==> src/include/hrbpc_pkg.sv <==
// Constants, types and register map of the hub reset, boot and port control block
package hrbpc_pkg;

  // ==========================================================
  // Register byte offsets
  localparam logic [7:0] A_CTRL = 8'h00;
  localparam logic [7:0] A_PORT = 8'h04;
  localparam logic [7:0] A_LPM = 8'h08;
  localparam logic [7:0] A_STAT = 8'h0C;
  localparam logic [7:0] A_OTP = 8'h10;
  localparam logic [7:0] A_USB = 8'h14;
  // SMBus-only terminating register
  localparam logic [7:0] A_CFG_END = 8'hFF;

  // ==========================================================
  // Field positions
  localparam int NPORT = 4;
  localparam int CTRL_GANG = 0;
  localparam int CTRL_SWPWR = 1;
  localparam int CTRL_BC = 4;
  localparam int STAT_BOOT_EXT = 0;
  localparam int STAT_BOOT_DONE = 1;
  localparam int STAT_SMB_EN = 2;
  localparam int STAT_CFG_WAIT = 3;
  localparam int STAT_OC = 8;
  localparam int LPM_CUR = 0;
  localparam int LPM_TGT = 2;
  localparam int LPM_BUSY = 4;
  localparam int OTP_DATA = 0;
  localparam int OTP_ADDR = 8;
  localparam int OTP_MODE = 24;
  localparam int USB_ADDR = 0;
  localparam int USB_CFGD = 7;

  // ==========================================================
  // Reset values
  localparam logic [NPORT-1:0] PORT_RST = 4'h0;
  localparam logic [6:0] USB_ADDR_RST = 7'h00;
  localparam logic [9:0] SYNC_RST = 10'h3FF;
  localparam logic PIN_LOW = 1'b0;

  // ==========================================================
  // Boot signature
  localparam logic [15:0] SIG_ADDR = 16'hFFFA;
  localparam logic [31:0] SIG_WORD = 32'h32444655;
  localparam logic [15:0] BOOT_VEC = 16'h0000;
  localparam logic [1:0] SIG_LAST = 2'h3;

  // ==========================================================
  // Timing
  localparam int unsigned CLK_MHZ = 40;
  localparam int unsigned POR_HOLD_US = 100;
  localparam int unsigned L1_ENTRY_US = 10;
  localparam int unsigned L1_EXIT_US = 50;
  localparam int unsigned L2_ENTRY_US = 3000;
  localparam int unsigned L2_EXIT_US = 2000;
  localparam int POR_W = 12;
  localparam int TMR_W = 17;
  localparam int OC_W = 3;
  localparam logic [POR_W-1:0] POR_CYC = POR_W'(POR_HOLD_US * CLK_MHZ);
  // One cycle short of the limit, so sleep latencies stay strictly under it
  localparam logic [TMR_W-1:0] L1_ENTRY_CYC = TMR_W'(L1_ENTRY_US * CLK_MHZ - 1);
  localparam logic [TMR_W-1:0] L1_EXIT_CYC = TMR_W'(L1_EXIT_US * CLK_MHZ - 1);
  // Eight consecutive low samples make an over-current
  localparam logic [OC_W-1:0] OC_LAST = 3'h7;

  // ==========================================================
  // Types
  typedef enum logic [1:0] {LINK_ON, LINK_SLEEP, LINK_SUSPEND} hrbpc_link_t;
  typedef enum logic [1:0] {OTP_SINGLE, OTP_DIFF, OTP_REDUND, OTP_DIFF_REDUND} hrbpc_otp_mode_t;
  typedef enum logic [1:0] {BT_STRAP, BT_READ, BT_EXT, BT_INT} hrbpc_boot_t;

  typedef struct packed {
    logic valid;
    logic write;
    logic [7:0] addr;
    logic [31:0] wdata;
  } hrbpc_smb_req_t;

  typedef struct packed {
    logic go;
    hrbpc_otp_mode_t mode;
    logic [12:0] addr;
    logic [7:0] data;
  } hrbpc_otp_cmd_t;

endpackage

==> src/logic/hrbpc_top.sv <==
// Hub reset, boot source, SMBus access, link power and port power control
// Contract
// - Serial-flash strap: after reset read flash signature "2DFU" from 0xFFFA.
// - Signature match: flash becomes code memory, fetch starts at address 0x0000.
// - Missing or wrong signature: flash ignored, execution stays on internal ROM.
// - SMBus slave enabled only if both SMBus lines show pull-ups.
// - SMBus host reads and writes run-time registers and programs OTP.
// - SMBus OTP programming offers single, differential, redundant, differential-redundant modes.
// - OTP access from the USB host side uses single-ended mode only.
// - Battery-charging indication is set independently for each downstream port.
// - Three reset sources: power-on, chip reset pin, upstream USB bus reset.
// - Power-on starts a timer holding internal reset for a fixed interval.
// - Chip reset: PHY high-impedance, transfers aborted, defaults restored, oscillator and PLL stopped.
// - USB bus reset: address zero, unconfigured, leave suspend.
// - USB bus reset is never passed to downstream ports.
// - Three link states: on, sleep, suspend.
// - Sleep entry under 10 us, sleep exit under 50 us.
// - Suspend entry about 3 ms, suspend exit about 2 ms.
// - One two-way pin per port for power enable and over-current sense.
// - Ganged mode: one shared pin controls power and senses over-current.
// - Power off drives pin low, pull-up off; power on releases, pull-up on.
// - Low on the pin while powered means over-current on that port.
//
// The implementer's own choices: the APB slave port and the register offsets.
module hrbpc_top #(
  parameter int unsigned L2_ENTRY_CYC = hrbpc_pkg::L2_ENTRY_US * hrbpc_pkg::CLK_MHZ,
  parameter int unsigned L2_EXIT_CYC = hrbpc_pkg::L2_EXIT_US * hrbpc_pkg::CLK_MHZ
) (
  // Clock, reset, enable
  input wire logic clk,
  input wire logic rst_n,
  input wire logic ce,
  // Reset pins and reset effects
  input wire logic por_n_pin,
  input wire logic chip_rst_n_pin,
  output logic core_rst,
  output logic phy_hiz,
  output logic osc_pll_run,
  // APB slave
  input wire logic psel,
  input wire logic penable,
  input wire logic pwrite,
  input wire logic [7:0] paddr,
  input wire logic [31:0] pwdata,
  output logic [31:0] prdata,
  output logic pready,
  output logic pslverr,
  // Boot strap and serial flash reader
  input wire logic flash_boot_strap,
  output logic flash_rd_req,
  output logic [15:0] flash_addr,
  input wire logic flash_ack,
  input wire logic [7:0] flash_byte,
  output logic flash_code_en,
  output logic boot_done,
  // SMBus slave
  input wire logic smbus_data_line,
  input wire logic smbus_clock_line,
  input wire hrbpc_pkg::hrbpc_smb_req_t smb_req,
  output logic smb_ack,
  output logic [31:0] smb_rdata,
  output logic smbus_en,
  output logic cfg_wait,
  // OTP programmer
  output hrbpc_pkg::hrbpc_otp_cmd_t otp_cmd,
  // Upstream USB
  input wire logic usb_bus_reset,
  output logic [6:0] usb_addr,
  output logic usb_configured,
  output hrbpc_pkg::hrbpc_link_t link_state,
  // Downstream ports
  input wire logic [3:0] hub_port_pwr,
  input wire logic [3:0] port_power_sense_pins_i,
  output logic [3:0] port_power_sense_pins_o,
  output logic [3:0] port_power_sense_pins_oe,
  output logic [3:0] port_pullup_en,
  input wire logic shared_power_sense_pin_i,
  output logic shared_power_sense_pin_o,
  output logic shared_power_sense_pin_oe,
  output logic shared_pullup_en,
  output logic [3:0] over_current_flag,
  output logic [3:0] bc_port_ind
);

  // ==========================================================
  // Pin synchronisers
  logic [9:0] sync1_ff;
  logic [9:0] sync2_ff;
  wire logic [9:0] pin_raw = {smbus_clock_line, smbus_data_line, flash_boot_strap, chip_rst_n_pin,
                              por_n_pin, shared_power_sense_pin_i, port_power_sense_pins_i};

  always_ff @(posedge clk) begin
    if (!rst_n) begin
      sync1_ff <= hrbpc_pkg::SYNC_RST;
      sync2_ff <= hrbpc_pkg::SYNC_RST;
    end else if (ce) begin
      sync1_ff <= pin_raw;
      sync2_ff <= sync1_ff;
    end
  end

  wire logic [3:0] port_s = sync2_ff[3:0];
  wire logic shared_s = sync2_ff[4];
  wire logic por_s = sync2_ff[5];
  wire logic chip_rst_s = !sync2_ff[6];
  wire logic strap_s = sync2_ff[7];
  wire logic smb_pullups = sync2_ff[8] && sync2_ff[9];

  // ==========================================================
  // Reset sources
  logic [hrbpc_pkg::POR_W-1:0] por_cnt_ff;
  logic core_rst_ff;
  logic phy_hiz_ff;
  logic osc_run_ff;
  wire logic por_busy = !por_s || (por_cnt_ff != '0);
  // Internal reset joins every source except the USB bus reset
  wire logic rst_int = !rst_n || por_busy || chip_rst_s;

  always_ff @(posedge clk) begin
    if (!rst_n) begin
      por_cnt_ff <= hrbpc_pkg::POR_CYC;
    end else if (ce) begin
      if (!por_s) begin
        por_cnt_ff <= hrbpc_pkg::POR_CYC;
      end else if (por_cnt_ff != '0) begin
        por_cnt_ff <= por_cnt_ff - 1'b1;
      end
    end
  end

  always_ff @(posedge clk) begin
    if (!rst_n) begin
      core_rst_ff <= 1'b1;
      phy_hiz_ff <= 1'b1;
      osc_run_ff <= 1'b0;
    end else if (ce) begin
      core_rst_ff <= rst_int;
      phy_hiz_ff <= rst_int;
      osc_run_ff <= !chip_rst_s;
    end
  end

  // ==========================================================
  // State declarations
  hrbpc_pkg::hrbpc_boot_t boot_ff;
  hrbpc_pkg::hrbpc_boot_t nxt_boot;
  logic [31:0] sig_ff;
  logic [1:0] sig_idx_ff;
  logic [15:0] faddr_ff;
  logic smb_init_ff;
  logic smb_en_ff;
  logic cfg_wait_ff;
  logic [31:0] smb_rdata_ff;
  logic [31:0] prdata_ff;
  logic gang_ff;
  logic swpwr_ff;
  logic [3:0] bc_ff;
  logic [3:0] port_ff;
  hrbpc_pkg::hrbpc_otp_cmd_t otp_ff;
  logic otp_smb_ff;
  logic [6:0] usb_addr_ff;
  logic cfgd_ff;
  hrbpc_pkg::hrbpc_link_t link_ff;
  hrbpc_pkg::hrbpc_link_t tgt_ff;
  hrbpc_pkg::hrbpc_link_t req_st;
  logic [hrbpc_pkg::TMR_W-1:0] tmr_ff;
  logic [hrbpc_pkg::OC_W-1:0] oc_cnt_ff [4];
  logic [3:0] oc_ff;
  wire logic lpm_busy = link_ff != tgt_ff;

  function automatic logic [31:0] reg_read(input logic [7:0] a);
    logic [31:0] r;
    r = '0;
    case (a)
      hrbpc_pkg::A_CTRL: begin
        r[hrbpc_pkg::CTRL_GANG] = gang_ff;
        r[hrbpc_pkg::CTRL_SWPWR] = swpwr_ff;
        r[hrbpc_pkg::CTRL_BC +: 4] = bc_ff;
      end
      hrbpc_pkg::A_PORT: r[3:0] = port_ff;
      hrbpc_pkg::A_LPM: begin
        r[hrbpc_pkg::LPM_CUR +: 2] = link_ff;
        r[hrbpc_pkg::LPM_TGT +: 2] = tgt_ff;
        r[hrbpc_pkg::LPM_BUSY] = lpm_busy;
      end
      hrbpc_pkg::A_STAT: begin
        r[hrbpc_pkg::STAT_BOOT_EXT] = boot_ff == hrbpc_pkg::BT_EXT;
        r[hrbpc_pkg::STAT_BOOT_DONE] = boot_ff == hrbpc_pkg::BT_EXT || boot_ff == hrbpc_pkg::BT_INT;
        r[hrbpc_pkg::STAT_SMB_EN] = smb_en_ff;
        r[hrbpc_pkg::STAT_CFG_WAIT] = cfg_wait_ff;
        r[hrbpc_pkg::STAT_OC +: 4] = oc_ff;
      end
      hrbpc_pkg::A_OTP: begin
        r[hrbpc_pkg::OTP_DATA +: 8] = otp_ff.data;
        r[hrbpc_pkg::OTP_ADDR +: 13] = otp_ff.addr;
        r[hrbpc_pkg::OTP_MODE +: 2] = otp_ff.mode;
      end
      hrbpc_pkg::A_USB: begin
        r[hrbpc_pkg::USB_ADDR +: 7] = usb_addr_ff;
        r[hrbpc_pkg::USB_CFGD] = cfgd_ff;
      end
      default: r = '0;
    endcase
    return r;
  endfunction

  // ==========================================================
  // Boot source selection
  wire logic [31:0] nxt_sig = {sig_ff[23:0], flash_byte};
  wire logic sig_last = flash_ack && (sig_idx_ff == hrbpc_pkg::SIG_LAST);
  wire logic sig_ok = nxt_sig == hrbpc_pkg::SIG_WORD;

  always_comb begin
    nxt_boot = boot_ff;
    case (boot_ff)
      hrbpc_pkg::BT_STRAP: nxt_boot = strap_s ? hrbpc_pkg::BT_READ : hrbpc_pkg::BT_INT;
      hrbpc_pkg::BT_READ: begin
        if (sig_last) begin
          nxt_boot = sig_ok ? hrbpc_pkg::BT_EXT : hrbpc_pkg::BT_INT;
        end
      end
      hrbpc_pkg::BT_EXT: nxt_boot = hrbpc_pkg::BT_EXT;
      hrbpc_pkg::BT_INT: nxt_boot = hrbpc_pkg::BT_INT;
      default: nxt_boot = hrbpc_pkg::BT_STRAP;
    endcase
  end

  always_ff @(posedge clk) begin
    if (rst_int) begin
      boot_ff <= hrbpc_pkg::BT_STRAP;
      sig_ff <= '0;
      sig_idx_ff <= '0;
      faddr_ff <= hrbpc_pkg::SIG_ADDR;
    end else if (ce) begin
      boot_ff <= nxt_boot;
      if (boot_ff == hrbpc_pkg::BT_READ && flash_ack) begin
        sig_ff <= nxt_sig;
        sig_idx_ff <= sig_idx_ff + 1'b1;
        faddr_ff <= sig_last ? hrbpc_pkg::BOOT_VEC : faddr_ff + 1'b1;
      end
    end
  end

  // ==========================================================
  // Register access: APB first, SMBus fills cycles with no APB access phase
  wire logic apb_acc = psel && penable;
  wire logic apb_hit = paddr == hrbpc_pkg::A_CTRL || paddr == hrbpc_pkg::A_PORT || paddr == hrbpc_pkg::A_LPM ||
                       paddr == hrbpc_pkg::A_STAT || paddr == hrbpc_pkg::A_OTP || paddr == hrbpc_pkg::A_USB;
  wire logic apb_wr = apb_acc && pwrite && apb_hit;
  wire logic smb_go = smb_req.valid && smb_en_ff && !apb_acc && !rst_int;
  wire logic smb_wr = smb_go && smb_req.write;
  wire logic wr_en = apb_wr || smb_wr;
  wire logic [7:0] wr_addr = apb_wr ? paddr : smb_req.addr;
  wire logic [31:0] wr_data = apb_wr ? pwdata : smb_req.wdata;
  wire logic wr_ctrl = wr_en && wr_addr == hrbpc_pkg::A_CTRL;
  wire logic wr_port = wr_en && wr_addr == hrbpc_pkg::A_PORT;
  wire logic wr_otp = wr_en && wr_addr == hrbpc_pkg::A_OTP;
  wire logic wr_usb = wr_en && wr_addr == hrbpc_pkg::A_USB;
  wire logic [3:0] oc_clr = (wr_en && wr_addr == hrbpc_pkg::A_STAT) ? wr_data[hrbpc_pkg::STAT_OC +: 4] : '0;
  wire logic cfg_end = smb_wr && smb_req.addr == hrbpc_pkg::A_CFG_END;

  always_ff @(posedge clk) begin
    if (rst_int) begin
      prdata_ff <= '0;
      smb_rdata_ff <= '0;
    end else if (ce) begin
      if (psel && !penable) begin
        prdata_ff <= reg_read(paddr);
      end
      if (smb_go) begin
        smb_rdata_ff <= reg_read(smb_req.addr);
      end
    end
  end

  // Pull-ups are sampled once, after every reset source except the USB bus reset has released
  always_ff @(posedge clk) begin
    if (rst_int) begin
      smb_init_ff <= 1'b0;
      smb_en_ff <= 1'b0;
      cfg_wait_ff <= 1'b0;
    end else if (ce) begin
      if (!smb_init_ff) begin
        smb_init_ff <= 1'b1;
        smb_en_ff <= smb_pullups;
        cfg_wait_ff <= smb_pullups;
      end else if (cfg_end) begin
        cfg_wait_ff <= 1'b0;
      end
    end
  end

  // ==========================================================
  // Control registers, OTP command, USB device state
  always_ff @(posedge clk) begin
    if (rst_int) begin
      gang_ff <= 1'b0;
      swpwr_ff <= 1'b0;
      bc_ff <= hrbpc_pkg::PORT_RST;
      port_ff <= hrbpc_pkg::PORT_RST;
      otp_ff <= '0;
      otp_smb_ff <= 1'b0;
    end else if (ce) begin
      if (wr_ctrl) begin
        gang_ff <= wr_data[hrbpc_pkg::CTRL_GANG];
        swpwr_ff <= wr_data[hrbpc_pkg::CTRL_SWPWR];
        bc_ff <= wr_data[hrbpc_pkg::CTRL_BC +: 4];
      end
      if (wr_port) begin
        port_ff <= wr_data[3:0];
      end
      otp_ff.go <= wr_otp;
      if (wr_otp) begin
        otp_smb_ff <= !apb_wr;
        otp_ff.data <= wr_data[hrbpc_pkg::OTP_DATA +: 8];
        otp_ff.addr <= wr_data[hrbpc_pkg::OTP_ADDR +: 13];
        // USB-side software path is held to single-ended storage
        otp_ff.mode <= apb_wr ? hrbpc_pkg::OTP_SINGLE :
                       hrbpc_pkg::hrbpc_otp_mode_t'(wr_data[hrbpc_pkg::OTP_MODE +: 2]);
      end
    end
  end

  always_ff @(posedge clk) begin
    if (rst_int) begin
      usb_addr_ff <= hrbpc_pkg::USB_ADDR_RST;
      cfgd_ff <= 1'b0;
    end else if (ce) begin
      if (usb_bus_reset) begin
        usb_addr_ff <= hrbpc_pkg::USB_ADDR_RST;
        cfgd_ff <= 1'b0;
      end else if (wr_usb) begin
        usb_addr_ff <= wr_data[hrbpc_pkg::USB_ADDR +: 7];
        cfgd_ff <= wr_data[hrbpc_pkg::USB_CFGD];
      end
    end
  end

  // ==========================================================
  // Link power states; sleep and suspend only go via on
  assign req_st = hrbpc_pkg::hrbpc_link_t'(wr_data[hrbpc_pkg::LPM_CUR +: 2]);
  wire logic req_low = req_st == hrbpc_pkg::LINK_SLEEP || req_st == hrbpc_pkg::LINK_SUSPEND;
  wire logic lpm_legal = (link_ff == hrbpc_pkg::LINK_ON) ? req_low : (req_st == hrbpc_pkg::LINK_ON);
  wire logic lpm_go = wr_en && wr_addr == hrbpc_pkg::A_LPM && !lpm_busy && lpm_legal;
  wire logic [hrbpc_pkg::TMR_W-1:0] l2_in = hrbpc_pkg::TMR_W'(L2_ENTRY_CYC);
  wire logic [hrbpc_pkg::TMR_W-1:0] l2_out = hrbpc_pkg::TMR_W'(L2_EXIT_CYC);
  wire logic [hrbpc_pkg::TMR_W-1:0] nxt_lat =
    (req_st == hrbpc_pkg::LINK_SLEEP) ? hrbpc_pkg::L1_ENTRY_CYC :
    (req_st == hrbpc_pkg::LINK_SUSPEND) ? l2_in :
    (link_ff == hrbpc_pkg::LINK_SLEEP) ? hrbpc_pkg::L1_EXIT_CYC : l2_out;

  always_ff @(posedge clk) begin
    if (rst_int) begin
      link_ff <= hrbpc_pkg::LINK_ON;
      tgt_ff <= hrbpc_pkg::LINK_ON;
      tmr_ff <= '0;
    end else if (ce) begin
      if (usb_bus_reset) begin
        link_ff <= hrbpc_pkg::LINK_ON;
        tgt_ff <= hrbpc_pkg::LINK_ON;
        tmr_ff <= '0;
      end else if (lpm_go) begin
        tgt_ff <= req_st;
        tmr_ff <= nxt_lat;
      end else if (lpm_busy) begin
        tmr_ff <= tmr_ff - 1'b1;
        if (tmr_ff <= 1) begin
          link_ff <= tgt_ff;
          tmr_ff <= '0;
        end
      end
    end
  end

  // ==========================================================
  // Port power and over-current; bus reset never touches these
  // Ports stay off while any reset holds the core, whatever the hub asks
  wire logic [3:0] pwr_src = rst_int ? hrbpc_pkg::PORT_RST : (swpwr_ff ? port_ff : hub_port_pwr);
  wire logic [3:0] pwr_eff = gang_ff ? {4{pwr_src[0]}} : pwr_src;
  wire logic [3:0] sense = gang_ff ? {4{shared_s}} : port_s;
  logic [3:0] oc_hit;

  always_comb begin
    for (int i = 0; i < hrbpc_pkg::NPORT; i++) begin
      oc_hit[i] = pwr_eff[i] && !sense[i] && (oc_cnt_ff[i] == hrbpc_pkg::OC_LAST);
    end
  end

  // Filter rides out the dip while the switch charges the load
  always_ff @(posedge clk) begin
    if (rst_int) begin
      for (int i = 0; i < hrbpc_pkg::NPORT; i++) begin
        oc_cnt_ff[i] <= '0;
      end
      oc_ff <= '0;
    end else if (ce) begin
      for (int i = 0; i < hrbpc_pkg::NPORT; i++) begin
        if (!pwr_eff[i] || sense[i]) begin
          oc_cnt_ff[i] <= '0;
        end else if (oc_cnt_ff[i] != hrbpc_pkg::OC_LAST) begin
          oc_cnt_ff[i] <= oc_cnt_ff[i] + 1'b1;
        end
      end
      // A new fault outranks a clear in the same cycle
      oc_ff <= oc_hit | (oc_ff & ~oc_clr);
    end
  end

  // ==========================================================
  // Outputs
  assign port_power_sense_pins_o = {4{hrbpc_pkg::PIN_LOW}};
  assign port_power_sense_pins_oe = gang_ff ? 4'h0 : ~pwr_eff;
  assign port_pullup_en = gang_ff ? 4'h0 : pwr_eff;
  assign shared_power_sense_pin_o = hrbpc_pkg::PIN_LOW;
  assign shared_power_sense_pin_oe = gang_ff && !pwr_eff[0];
  assign shared_pullup_en = gang_ff && pwr_eff[0];
  assign over_current_flag = oc_ff;
  assign bc_port_ind = bc_ff;
  assign core_rst = core_rst_ff;
  assign phy_hiz = phy_hiz_ff;
  assign osc_pll_run = osc_run_ff;
  assign prdata = prdata_ff;
  assign pready = apb_acc;
  assign pslverr = apb_acc && !apb_hit;
  assign flash_rd_req = boot_ff == hrbpc_pkg::BT_READ;
  assign flash_addr = faddr_ff;
  assign flash_code_en = boot_ff == hrbpc_pkg::BT_EXT;
  assign boot_done = boot_ff == hrbpc_pkg::BT_EXT || boot_ff == hrbpc_pkg::BT_INT;
  assign smb_ack = smb_go;
  assign smb_rdata = smb_rdata_ff;
  assign smbus_en = smb_en_ff;
  assign cfg_wait = cfg_wait_ff;
  assign otp_cmd = otp_ff;
  assign usb_addr = usb_addr_ff;
  assign usb_configured = cfgd_ff;
  assign link_state = link_ff;
endmodule

==> config.mk <==
export PLATFORM = sky130hd
export DESIGN_NAME = hrbpc_top
export DESIGN_NICKNAME = d
export VERILOG_FILES = /design/src/include/hrbpc_pkg.sv /design/src/logic/hrbpc_top.sv
export SDC_FILE = /design/constraint.sdc
export NUM_CORES = 1
export LEC_CHECK = 0
export BUFFER_PORTS_ARGS = -buffer_cell sky130_fd_sc_hd__buf_4
export CAP_MARGIN = 20
export CORE_MARGIN = 2
export CORE_UTILIZATION = 45
export DETAILED_ROUTE_END_ITERATION = 10
export GPL_TIMING_DRIVEN = 1
export PLACE_DENSITY = 0.73
export SLEW_MARGIN = 10
export SYNTH_ARGS = -nofsm -noshare
export SYNTH_HDL_FRONTEND = slang
export SYNTH_SLANG_ARGS = --single-unit
==> constraint.sdc <==
create_clock -name clk -period 9.15 [get_ports clk]
set_clock_uncertainty 0.2 [all_clocks]
set_input_delay 1.3725 -clock clk [delete_from_list [all_inputs] [get_ports clk]]
set_output_delay 1.3725 -clock clk [all_outputs]
set_load 0.01 [all_outputs]
==> report_table.html, run 1 <==
<table>
<tr><th>Metric</th><th>Value</th></tr>
<tr><th colspan="2">Placed design</th></tr>
<tr><td>Detailed placer's ending HPWL</td><td>about 22,000 microns</td></tr>
<tr><td>Number of port buffers</td><td>around 220</td></tr>
<tr><td>Standard cell area after detailed placement</td><td>around 12,000 sq um</td></tr>
<tr><td>Gpl congestion</td><td>roughly 0.9</td></tr>
<tr><th colspan="2">Global route</th></tr>
<tr><td>Largest net degree at the start of global routing</td><td>between 100 and 150</td></tr>
<tr><td>Global-route wire length before repair</td><td>between 40,000 and 50,000 microns</td></tr>
<tr><td>Most used routing layer in global routing</td><td>met2</td></tr>
<tr><td>Antenna violations before repair</td><td>2</td></tr>
<tr><td>All-Layer GR Usage</td><td>24.6%</td></tr>
<tr><td>Residual overflow from global routing</td><td>0</td></tr>
<tr><td>Via count of the first global-routing pass</td><td>~9,100</td></tr>
<tr><td>Global routing usage on met1</td><td>approximately 33%</td></tr>
<tr><td>Grt met2 use</td><td>between 40% and 50%</td></tr>
<tr><td>Global-route met3 utilization</td><td>~4.4%</td></tr>
<tr><th colspan="2">Setup path</th></tr>
<tr><td>Critical Path, Cell by Cell</td><td>buf_4 &gt; nor4_2 &gt; nand4_1 &gt; nand2_1 &gt; nand2_1 &gt; inv_1 &gt; ha_1 &gt; mux2_2 &gt; and2_1 &gt; a21oi_1 &gt; or4b_1 &gt; a21oi_1</td></tr>
<tr><td>Critical path fanouts, max</td><td>14</td></tr>
<tr><td>Slowest-stage cell, CP</td><td>sky130_fd_sc_hd__nand4_1</td></tr>
<tr><td>Worst path arrival time</td><td>around 5.8 ns</td></tr>
<tr><td>Critical path launch point type</td><td>input port</td></tr>
<tr><td>CP endpoint kind</td><td>register</td></tr>
<tr><td>Crit path kind</td><td>input port to register</td></tr>
<tr><td>Highest cell delay on the worst timing path</td><td>slightly above 0.8 ns</td></tr>
<tr><td>Data required time at the worst endpoint</td><td>about 9.4 ns</td></tr>
<tr><th colspan="2">Floorplan</th></tr>
<tr><td>Area of the die</td><td>roughly 24,000 sq um</td></tr>
<tr><td>Rows</td><td>55</td></tr>
<tr><td>Core ar.</td><td>between 20,000 and 25,000 sq um</td></tr>
<tr><td>IO Pins</td><td>260</td></tr>
<tr><td>Starting density of the core</td><td>45.6%</td></tr>
<tr><td>Chip height</td><td>approximately 160 microns</td></tr>
<tr><td>Horiz. Die Dim</td><td>roughly 160 microns</td></tr>
<tr><th colspan="2">STA</th></tr>
<tr><td>Ratio of final minimum period to clock period</td><td>60.4%</td></tr>
<tr><td>Final number of max-transition violations</td><td>0</td></tr>
<tr><td>Worst slew margin relative to its limit</td><td>about 28%</td></tr>
<tr><td>Clock period minus worst slack</td><td>5.53 ns</td></tr>
<tr><td>Slew of the pin with the lowest slew margin</td><td>between 1 and 1.5 ns</td></tr>
<tr><td>Total negative setup slack</td><td>0 ns</td></tr>
<tr><td>Number of endpoints with negative hold slack in the final report</td><td>0</td></tr>
<tr><td>Setup repair after global routing missed its margin</td><td>no</td></tr>
<tr><td>Top achievable clock speed</td><td>~180 MHz</td></tr>
<tr><td>Setup-failing EPs final</td><td>0</td></tr>
<tr><th colspan="2">Pwr</th></tr>
<tr><td>Net switching power figure</td><td>0.458 mW</td></tr>
<tr><td>Logic gate share of total power</td><td>5.7%</td></tr>
<tr><td>Cell internal power dissipation</td><td>~1.6 mW</td></tr>
<tr><td>Leakage power of the design</td><td>around 4.8 nW</td></tr>
<tr><td>Share of total power in sequential cells</td><td>a little under half</td></tr>
<tr><td>Switching part of the total power</td><td>22.7%</td></tr>
<tr><td>Clock group share of total power</td><td>48.7%</td></tr>
<tr><td>PwrDens</td><td>158 nW/um^2</td></tr>
<tr><td>Worst voltage drop across the vdd grid</td><td>about 90 uV</td></tr>
<tr><th colspan="2">Routing</th></tr>
<tr><td>Drt total wl</td><td>31,100 microns</td></tr>
<tr><td>Residual DRC count</td><td>0</td></tr>
<tr><td>Via Count</td><td>a little under 10,000</td></tr>
<tr><td>Wire per inst</td><td>about 18 microns</td></tr>
<tr><td>Pre-Repair DR Iteration Count</td><td>5</td></tr>
<tr><td>Detailed Route Iter0 Violations</td><td>880</td></tr>
<tr><td>Number of vias per cell</td><td>around 5.8</td></tr>
<tr><td>Number of antenna-violating nets in the routed design</td><td>0</td></tr>
<tr><th colspan="2">Clocking</th></tr>
<tr><td>TritonCTS clock tree</td><td>yes</td></tr>
<tr><td>Total number of H-tree levels</td><td>1</td></tr>
<tr><td>Number of setup buffers added after CTS</td><td>0</td></tr>
<tr><td>Sinks on the clock net</td><td>between 200 and 250</td></tr>
<tr><td>Maximum clock path buffer count</td><td>3</td></tr>
<tr><td>Reg clk slew, reported paths</td><td>around 0.060 ns</td></tr>
<tr><td>Number of gates resized after cts</td><td>0</td></tr>
<tr><td>Clock network latency to the later pin of the worst-skew pair</td><td>between 0.5 and 0.6 ns</td></tr>
<tr><td>Clock root cell</td><td>sky130_fd_sc_hd__clkbuf_16</td></tr>
<tr><td>Inserted Clock Buffers</td><td>23</td></tr>
<tr><td>Hold bufs inserted after CTS</td><td>0</td></tr>
<tr><th colspan="2">Layout</th></tr>
<tr><td>Core utilization of the finished layout</td><td>between 50 and 60%</td></tr>
<tr><td>Final-stage net count</td><td>1,522</td></tr>
<tr><td>Post-route cell area</td><td>around 13,000 sq um</td></tr>
<tr><td>Fraction of final layout cells with drive strength greater than 1</td><td>~22%</td></tr>
<tr><td>Layout Area Growth over Synthesis</td><td>24.6%</td></tr>
<tr><th colspan="2">Run</th></tr>
<tr><td>Maximum capacitance violations</td><td>0</td></tr>
<tr><th colspan="2">Synth</th></tr>
<tr><td>Warnings from Yosys</td><td>0</td></tr>
<tr><td>Most frequent cell after synthesis</td><td>sky130_fd_sc_hd__dfxtp_1</td></tr>
<tr><td>Instance count of the mapped netlist</td><td>roughly 1,200</td></tr>
<tr><td>Number of synthesized register bits</td><td>between 200 and 250</td></tr>
<tr><td>Top_reg_cell synth</td><td>sky130_fd_sc_hd__dfxtp_1</td></tr>
<tr><td>Main area contributors after synthesis</td><td>sky130_fd_sc_hd__dfxtp_1, sky130_fd_sc_hd__nand2_1, sky130_fd_sc_hd__a21oi_1, sky130_fd_sc_hd__mux2i_1, sky130_fd_sc_hd__nor2_1</td></tr>
<tr><td>Post-synth EDFFs</td><td>12</td></tr>
<tr><td>Synth Area per Inst</td><td>about 8.4 sq um</td></tr>
<tr><td>Cell area after synthesis</td><td>between 10,000 and 15,000 sq um</td></tr>
<tr><td>Cell type with the highest aggregate area in the netlist</td><td>sky130_fd_sc_hd__dfxtp_1</td></tr>
<tr><td>Number of library cell types mapped by synthesis</td><td>81</td></tr>
<tr><td>Yosys top cell area share</td><td>37.8%</td></tr>
<tr><td>Share of synthesized flip-flops with an asynchronous set or reset</td><td>0%</td></tr>
<tr><td>Cell types with the highest counts after synthesis</td><td>sky130_fd_sc_hd__dfxtp_1, sky130_fd_sc_hd__nand2_1, sky130_fd_sc_hd__nor2_1</td></tr>
<tr><td>Sequential share of the synthesized area</td><td>about 41%</td></tr>
<tr><th colspan="2">Hold path</th></tr>
<tr><td>Hold Crit Class</td><td>register to register</td></tr>
<tr><th colspan="2">Run status</th></tr>
<tr><td>Run status</td><td>completed</td></tr>
</table>
-- path summary, 6_finish.rpt --
check                           slack (ns)     startpoint             end  cells past startpoint
worst max-delay path                  3.62       paddr[0]       tmr_ff[5]                     12
worst min-delay path                  0.25  smb_rdata[15]   smb_rdata[15]                      2
worst max register to register        5.84  por_cnt_ff[4]  usb_configured                      6
worst min register to register        0.25  smb_rdata[15]   smb_rdata[15]                      2
-- cells in the final DEF (no fill, tap or decap), types with 14 or more instances in the layout --
cell / instances
sky130_fd_sc_hd__buf_4: 226
sky130_fd_sc_hd__dfxtp_1: 194
sky130_fd_sc_hd__nand2_1: 193
sky130_fd_sc_hd__nor2_1: 108
sky130_fd_sc_hd__a21oi_1: 92
sky130_fd_sc_hd__o21ai_0: 61
sky130_fd_sc_hd__nand3_1: 46
sky130_fd_sc_hd__mux2i_1: 42
sky130_fd_sc_hd__inv_1: 27
sky130_fd_sc_hd__nor3_1: 27
sky130_fd_sc_hd__conb_1: 23
sky130_fd_sc_hd__clkbuf_16: 23
sky130_fd_sc_hd__nand4_1: 19
sky130_fd_sc_hd__ha_1: 17
sky130_fd_sc_hd__nor2b_1: 14
sky130_fd_sc_hd__xor2_1: 14
sky130_fd_sc_hd__nor4_1: 14
-- cell type report --
cell class                 count  area [sq um]
fill                        2033          9710
multi-input combinational    906          5540
sequential                   206          4240
timing repair buffer         229          1730
clock buffer                  32           669
tap                          285           357
clock inverter                 9           145
inverter                      27           101
antenna                        2          5.00
-- per-stage QoR --
step                      power [mW]  cells  setup WS (ns)  hold slack [ns]
after floorplan                 1.01   1237           4.48            0.232
after global placement          1.05   1649           3.23            0.239
after detailed placement        1.05   1649           3.15            0.247
after CTS                       2.04   1690           3.69            0.253
after global routing            2.08   1694           3.41            0.266
final                           2.02   1696           3.62            0.253
-- worst max-delay path, delay by kind of cell --
| kind | cells | cell delay [ns] |
|---|---|---|
| AOI/OAI and AO/OA | 2 | 0.87 |
| adders and majority gates | 1 | 0.27 |
| muxes | 1 | 0.29 |
| and+or+nand+nor | 6 | 2.62 |
| buffers and inverters | 2 | 0.33 |
-- power by group through the flow --
stage,Clock [mW],Combinational (mW),Sequential [mW]
final,0.984,0.115,0.922
after CTS,1.00,0.114,0.922
after global placement,0,0.111,0.941
after floorplan,0,0.0690,0.939
after global routing,1.04,0.125,0.923
after detailed placement,0,0.113,0.942
-- kinds of logic after synthesis --
kind of cell	after synthesis	share of synthesized area, %
buffers and inverters	125	5.69
multiplexers	51	5.19
adder cells (fa/ha/maj)	17	2.07
flip-flops	206	41.4
XOR/XNOR	25	2.13
AND/OR/NAND/NOR	511	24.7
AO/OA/AOI/OAI	279	18.8
other	1	0.0365
-- registers in the layout (all words and copies together) (netlist names), 2 cells and up --
| register | count |
|---|---|
| sync1_ff | 10 |
| over_current_flag | 4 |
| bc_port_ind | 4 |
| tmr_ff | 17 |
| sync2_ff | 10 |
| tgt_ff | 2 |
| por_cnt_ff | 12 |
| boot_ff | 2 |
| prdata | 23 |
| link_state | 2 |
| oc_cnt_ff | 12 |
| sig_idx_ff | 2 |
| otp_cmd | 24 |
| sig_ff | 24 |
| port_ff | 4 |
| smb_rdata | 23 |
| usb_addr | 7 |
| flash_addr | 16 |
-- routing by layer --
| layer | wire length (microns) | vias to the layer above |
|---|---|---|
| li1 | - | 4712 |
| met2 | 14600 | 383 |
| met4 | 746 | 2 |
| met5 | 16 | - |
| met3 | 2430 | 52 |
| met1 | 13200 | 4693 |
(Power assumes the default switching activity.)
==> inputs of run 2 (changes only) <==
--- a/config.mk
+++ b/config.mk
@@ -5,6 +5,7 @@
 export SDC_FILE = /design/constraint.sdc
 export NUM_CORES = 1
 export LEC_CHECK = 0
+export ABC_AREA = 1
 export BUFFER_PORTS_ARGS = -buffer_cell sky130_fd_sc_hd__buf_4
 export CAP_MARGIN = 20
 export CORE_MARGIN = 2
==> constraint.sdc (replaced) <==
create_clock -name clk -period 5.6 [get_ports clk]
set_clock_uncertainty 0.2 [all_clocks]
set_input_delay 0.84 -clock clk [delete_from_list [all_inputs] [get_ports clk]]
set_output_delay 0.84 -clock clk [all_outputs]
set_load 0.01 [all_outputs]
==> run 2 against run 1 <==
Routed wire length rose by 1.2%. Critical path depth rose by 8. Sequential power rose by 63%. Critical endpoint is now tmr_ff[14]. Synthesized cell count rose by 22%. Sequential share of layout area fell by 0.69 points. Flip-flop and latch count did not move. Critical path type unchanged. Die area rose by 3.2%. Utilization fell by 0.86 points. Cell count rose by 18%. Clock power rose by 54%.
==> report_table.html, run 2 <==
<table>
<tr><th>Metric</th><th>Value</th></tr>
<tr><th colspan="2">Routing</th></tr>
<tr><td>Residual DRC count</td><td>0 (unchanged)</td></tr>
<tr><td>Drt total wl</td><td>31,400 microns (+1.2%)</td></tr>
<tr><td>Pre-Repair DR Iteration Count</td><td>5 (unchanged)</td></tr>
<tr><td>Number of vias per cell</td><td>5.21 (-10%)</td></tr>
<tr><td>Wire per inst</td><td>15.7 microns (-14%)</td></tr>
<tr><td>Detailed Route Iter0 Violations</td><td>937 (+6.5%)</td></tr>
<tr><td>Number of antenna-violating nets in the routed design</td><td>0 (unchanged)</td></tr>
<tr><td>Via Count</td><td>10,446 (+6.1%)</td></tr>
<tr><th colspan="2">Setup path</th></tr>
<tr><td>Critical path fanouts, max</td><td>31 (+17)</td></tr>
<tr><td>CP endpoint kind</td><td>register</td></tr>
<tr><td>Worst path arrival time</td><td>4.41 ns (-1.36 ns)</td></tr>
<tr><td>Data required time at the worst endpoint</td><td>5.78 ns (-3.61 ns)</td></tr>
<tr><td>Count of cells along the worst register-to-register path</td><td>15 (+9)</td></tr>
<tr><td>Crit path kind</td><td>input port to register</td></tr>
<tr><td>Critical path launch point type</td><td>input port</td></tr>
<tr><th colspan="2">Global route</th></tr>
<tr><td>Grt met2 use</td><td>37.8% (-2.8 points)</td></tr>
<tr><td>Global routing usage on met1</td><td>34.4% (+1.9 points)</td></tr>
<tr><td>Largest net degree at the start of global routing</td><td>80 (-38%)</td></tr>
<tr><td>All-Layer GR Usage</td><td>24.4% (-0.16 points)</td></tr>
<tr><td>Global-route wire length before repair</td><td>48,500 microns (+0.62%)</td></tr>
<tr><td>Global-route met3 utilization</td><td>3.66% (-0.71 points)</td></tr>
<tr><td>Most used routing layer in global routing</td><td>met2</td></tr>
<tr><td>Antenna violations before repair</td><td>0 (-2)</td></tr>
<tr><td>Via count of the first global-routing pass</td><td>9,278 (+2.1%)</td></tr>
<tr><td>Residual overflow from global routing</td><td>0 (unchanged)</td></tr>
<tr><th colspan="2">Synth</th></tr>
<tr><td>Share of synthesized flip-flops with an asynchronous set or reset</td><td>0% (unchanged)</td></tr>
<tr><td>Main area contributors after synthesis</td><td>sky130_fd_sc_hd__dfxtp_1, sky130_fd_sc_hd__nand2_1, sky130_fd_sc_hd__inv_1, sky130_fd_sc_hd__a21oi_1, sky130_fd_sc_hd__nor2_1</td></tr>
<tr><td>Sequential share of the synthesized area</td><td>40.0% (-1.3 points)</td></tr>
<tr><td>Most frequent cell after synthesis</td><td>sky130_fd_sc_hd__nand2_1</td></tr>
<tr><td>Synth Area per Inst</td><td>7.15 sq um (-15%)</td></tr>
<tr><td>Number of library cell types mapped by synthesis</td><td>55 (-32%)</td></tr>
<tr><td>Yosys top cell area share</td><td>36.6% (-1.2 points)</td></tr>
<tr><td>Cell types with the highest counts after synthesis</td><td>sky130_fd_sc_hd__nand2_1, sky130_fd_sc_hd__dfxtp_1, sky130_fd_sc_hd__inv_1</td></tr>
<tr><td>Top_reg_cell synth</td><td>sky130_fd_sc_hd__dfxtp_1</td></tr>
<tr><td>Instance count of the mapped netlist</td><td>1,482 (+22%)</td></tr>
<tr><td>Number of synthesized register bits</td><td>206 (unchanged)</td></tr>
<tr><td>Post-synth EDFFs</td><td>12 (unchanged)</td></tr>
<tr><td>Warnings from Yosys</td><td>0 (unchanged)</td></tr>
<tr><td>Cell area after synthesis</td><td>10,600 sq um (+3.3%)</td></tr>
<tr><td>Cell type with the highest aggregate area in the netlist</td><td>sky130_fd_sc_hd__dfxtp_1</td></tr>
<tr><th colspan="2">Floorplan</th></tr>
<tr><td>Starting density of the core</td><td>45.4% (-0.17 points)</td></tr>
<tr><td>Area of the die</td><td>24,800 sq um (+3.2%)</td></tr>
<tr><td>Horiz. Die Dim</td><td>157 microns (+1.6%)</td></tr>
<tr><td>Core ar.</td><td>23,300 sq um (+3.7%)</td></tr>
<tr><td>Rows</td><td>56 (+1.8%)</td></tr>
<tr><td>Chip height</td><td>157 microns (+1.6%)</td></tr>
<tr><td>IO Pins</td><td>260 (unchanged)</td></tr>
<tr><th colspan="2">Run status</th></tr>
<tr><td>Run status</td><td>completed</td></tr>
<tr><th colspan="2">STA</th></tr>
<tr><td>Final number of max-transition violations</td><td>0 (unchanged)</td></tr>
<tr><td>Top achievable clock speed</td><td>236 MHz</td></tr>
<tr><td>Total negative setup slack</td><td>0 ns (unchanged)</td></tr>
<tr><td>Setup-failing EPs final</td><td>0 (unchanged)</td></tr>
<tr><td>Clock period minus worst slack</td><td>between 4 and 5 ns</td></tr>
<tr><td>Worst slew margin relative to its limit</td><td>37.8% (+9.6 points)</td></tr>
<tr><td>Setup repair after global routing missed its margin</td><td>no</td></tr>
<tr><td>Slew of the pin with the lowest slew margin</td><td>0.933 ns (-0.142 ns)</td></tr>
<tr><td>Ratio of final minimum period to clock period</td><td>75.6%</td></tr>
<tr><td>Minimum hold slack</td><td>0.257 ns (+0.00410 ns)</td></tr>
<tr><td>Number of endpoints with negative hold slack in the final report</td><td>0 (unchanged)</td></tr>
<tr><th colspan="2">Clocking</th></tr>
<tr><td>TritonCTS clock tree</td><td>yes</td></tr>
<tr><td>Clock root cell</td><td>sky130_fd_sc_hd__clkbuf_16</td></tr>
<tr><td>Total number of H-tree levels</td><td>1 (unchanged)</td></tr>
<tr><td>Reg clk slew, reported paths</td><td>0.06 ns (about the same)</td></tr>
<tr><td>Number of setup buffers added after CTS</td><td>0 (unchanged)</td></tr>
<tr><td>Sinks on the clock net</td><td>206 (unchanged)</td></tr>
<tr><td>Inserted Clock Buffers</td><td>24 (+4.3%)</td></tr>
<tr><td>Maximum clock path buffer count</td><td>3 (unchanged)</td></tr>
<tr><td>Hold bufs inserted after CTS</td><td>0 (unchanged)</td></tr>
<tr><td>Number of gates resized after cts</td><td>0 (unchanged)</td></tr>
<tr><td>Clock network latency to the later pin of the worst-skew pair</td><td>0.51 ns (-0.02 ns)</td></tr>
<tr><th colspan="2">Layout</th></tr>
<tr><td>Final-stage net count</td><td>1,799 (+18%)</td></tr>
<tr><td>Fraction of final layout cells with drive strength greater than 1</td><td>20.7% (-1.7 points)</td></tr>
<tr><td>Core utilization of the finished layout</td><td>56.0% (-0.86 points)</td></tr>
<tr><td>Number of filler instances in the final layout</td><td>2,188 (+7.6%)</td></tr>
<tr><td>Layout Area Growth over Synthesis</td><td>23.2%</td></tr>
<tr><td>Leading cell type in the layout, fill and taps excluded</td><td>sky130_fd_sc_hd__nand2_1</td></tr>
<tr><td>Most frequent cells in the layout</td><td>sky130_fd_sc_hd__nand2_1, sky130_fd_sc_hd__buf_4, sky130_fd_sc_hd__dfxtp_1</td></tr>
<tr><td>Number of antenna repair diodes</td><td>0 (-2)</td></tr>
<tr><th colspan="2">Placed design</th></tr>
<tr><td>Detailed placer's ending HPWL</td><td>23,100 microns (+4.9%)</td></tr>
<tr><td>Number of port buffers</td><td>216 (unchanged)</td></tr>
<tr><td>Gpl congestion</td><td>0.932 (+2.8%)</td></tr>
<tr><th colspan="2">Pwr</th></tr>
<tr><td>Net switching power figure</td><td>0.719 mW (+57%)</td></tr>
<tr><td>Worst voltage drop across the vdd grid</td><td>214 uV (+140%)</td></tr>
<tr><td>Cell internal power dissipation</td><td>2.49 mW (+59%)</td></tr>
<tr><td>PwrDens</td><td>246 nW/um^2 (+55%)</td></tr>
<tr><td>Logic gate share of total power</td><td>5.6% (about the same)</td></tr>
<tr><td>Leakage power of the design</td><td>5.81 nW (+20%)</td></tr>
<tr><td>Clock group share of total power</td><td>47.5% (-1.2 points)</td></tr>
<tr><td>Switching part of the total power</td><td>22.4% (-0.28 points)</td></tr>
<tr><td>Share of total power in sequential cells</td><td>46.8% (+1.2 points)</td></tr>
<tr><th colspan="2">Hold path</th></tr>
<tr><td>Hold Crit Class</td><td>register to register</td></tr>
<tr><td>Worst hold path stage count</td><td>2 (unchanged)</td></tr>
<tr><th colspan="2">Run</th></tr>
<tr><td>Maximum capacitance violations</td><td>0 (unchanged)</td></tr>
</table>
-- run 2: cells by family after synthesis --
logic type | after synthesis | share of synthesized area, %
xor gates and xnor gates | 17 | 1.40
adders and majority gates | 17 | 2.01
buffers and inverters | 277 | 11.4
muxes | 6 | 0.567
AOI/OAI and AO/OA | 296 | 16.1
and+or+nand+nor | 662 | 28.5
DFF | 206 | 40.0
other | 1 | 0.0354
-- run 2: stage by stage --
| stage | power [mW] | std cells | worst slack, ns | instance area, sq um |
|---|---|---|---|---|
| 4_1_cts | 3.23 | 2006 | 1.42 | 13100 |
| 3_5_place_dp | 1.71 | 1963 | 0.890 | 12300 |
| 6_report | 3.21 | 2006 | 1.37 | 13100 |
| 5_1_grt | 3.31 | 2006 | 1.10 | 13100 |
| 2_1_floorplan | 1.64 | 1504 | 2.10 | 10700 |
| 3_3_place_gp | 1.71 | 1963 | 0.973 | 12300 |
-- run 2: routing by layer --
metal	up-vias	part of all wire, %
met1	4777	44
met5	-	0
met4	0	3.6
met2	421	45
li1	5180	-
met3	68	7.1
-- run 2: cell type report --
cell class / instances / area, sq um / share of cell area (%)
repair buffers: 221 / 1660 / 12.7
clock buffers: 36 / 748 / 5.73
well taps: 319 / 399 / 3.06
inverters: 196 / 742 / 5.68
clock inverters: 7 / 40.0 / 0.306
multi-input cells: 1021 / 5230 / 40.0
flip-flops and latches: 206 / 4240 / 32.5
-- run 2: critical path, stage by stage --
cell,delay [ns]
sky130_fd_sc_hd__buf_4,0.11
sky130_fd_sc_hd__inv_1,0.04
sky130_fd_sc_hd__nand2_1,0.08
sky130_fd_sc_hd__nor2_4,0.17
sky130_fd_sc_hd__nand2_4,0.17
sky130_fd_sc_hd__nand3_4,0.16
sky130_fd_sc_hd__nand2_4,0.28
sky130_fd_sc_hd__inv_2,0.37
sky130_fd_sc_hd__or2_2,0.17
sky130_fd_sc_hd__o21ai_0,0.18
sky130_fd_sc_hd__ha_1,0.35
sky130_fd_sc_hd__nor3_1,0.04
sky130_fd_sc_hd__nor3_1,0.32
sky130_fd_sc_hd__nand3_2,0.11
sky130_fd_sc_hd__nor2_2,0.16
sky130_fd_sc_hd__nand3_1,0.11
sky130_fd_sc_hd__nand2_2,0.33
sky130_fd_sc_hd__inv_2,0.22
sky130_fd_sc_hd__nand2_1,0.11
sky130_fd_sc_hd__a21oi_1,0.07
-- run 2: power by group through the flow --
stage	combinational, mW	clock [mW]	sequential, mW
2_1_floorplan	0.112	0	1.53
3_3_place_gp	0.177	0	1.53
3_5_place_dp	0.179	0	1.53
4_1_cts	0.180	1.55	1.50
5_1_grt	0.202	1.61	1.50
6_report	0.181	1.52	1.50
-- run 2: final timing paths --
check / end / startpoint / slack [ns]
setup / recovery: tmr_ff[14] / paddr[5] / 1.37
setup reg to reg: smb_rdata[1] / por_cnt_ff[1] / 1.78
hold / removal: sync1_ff[1] / sync1_ff[1] / 0.26
hold reg to reg: sync1_ff[1] / sync1_ff[1] / 0.26
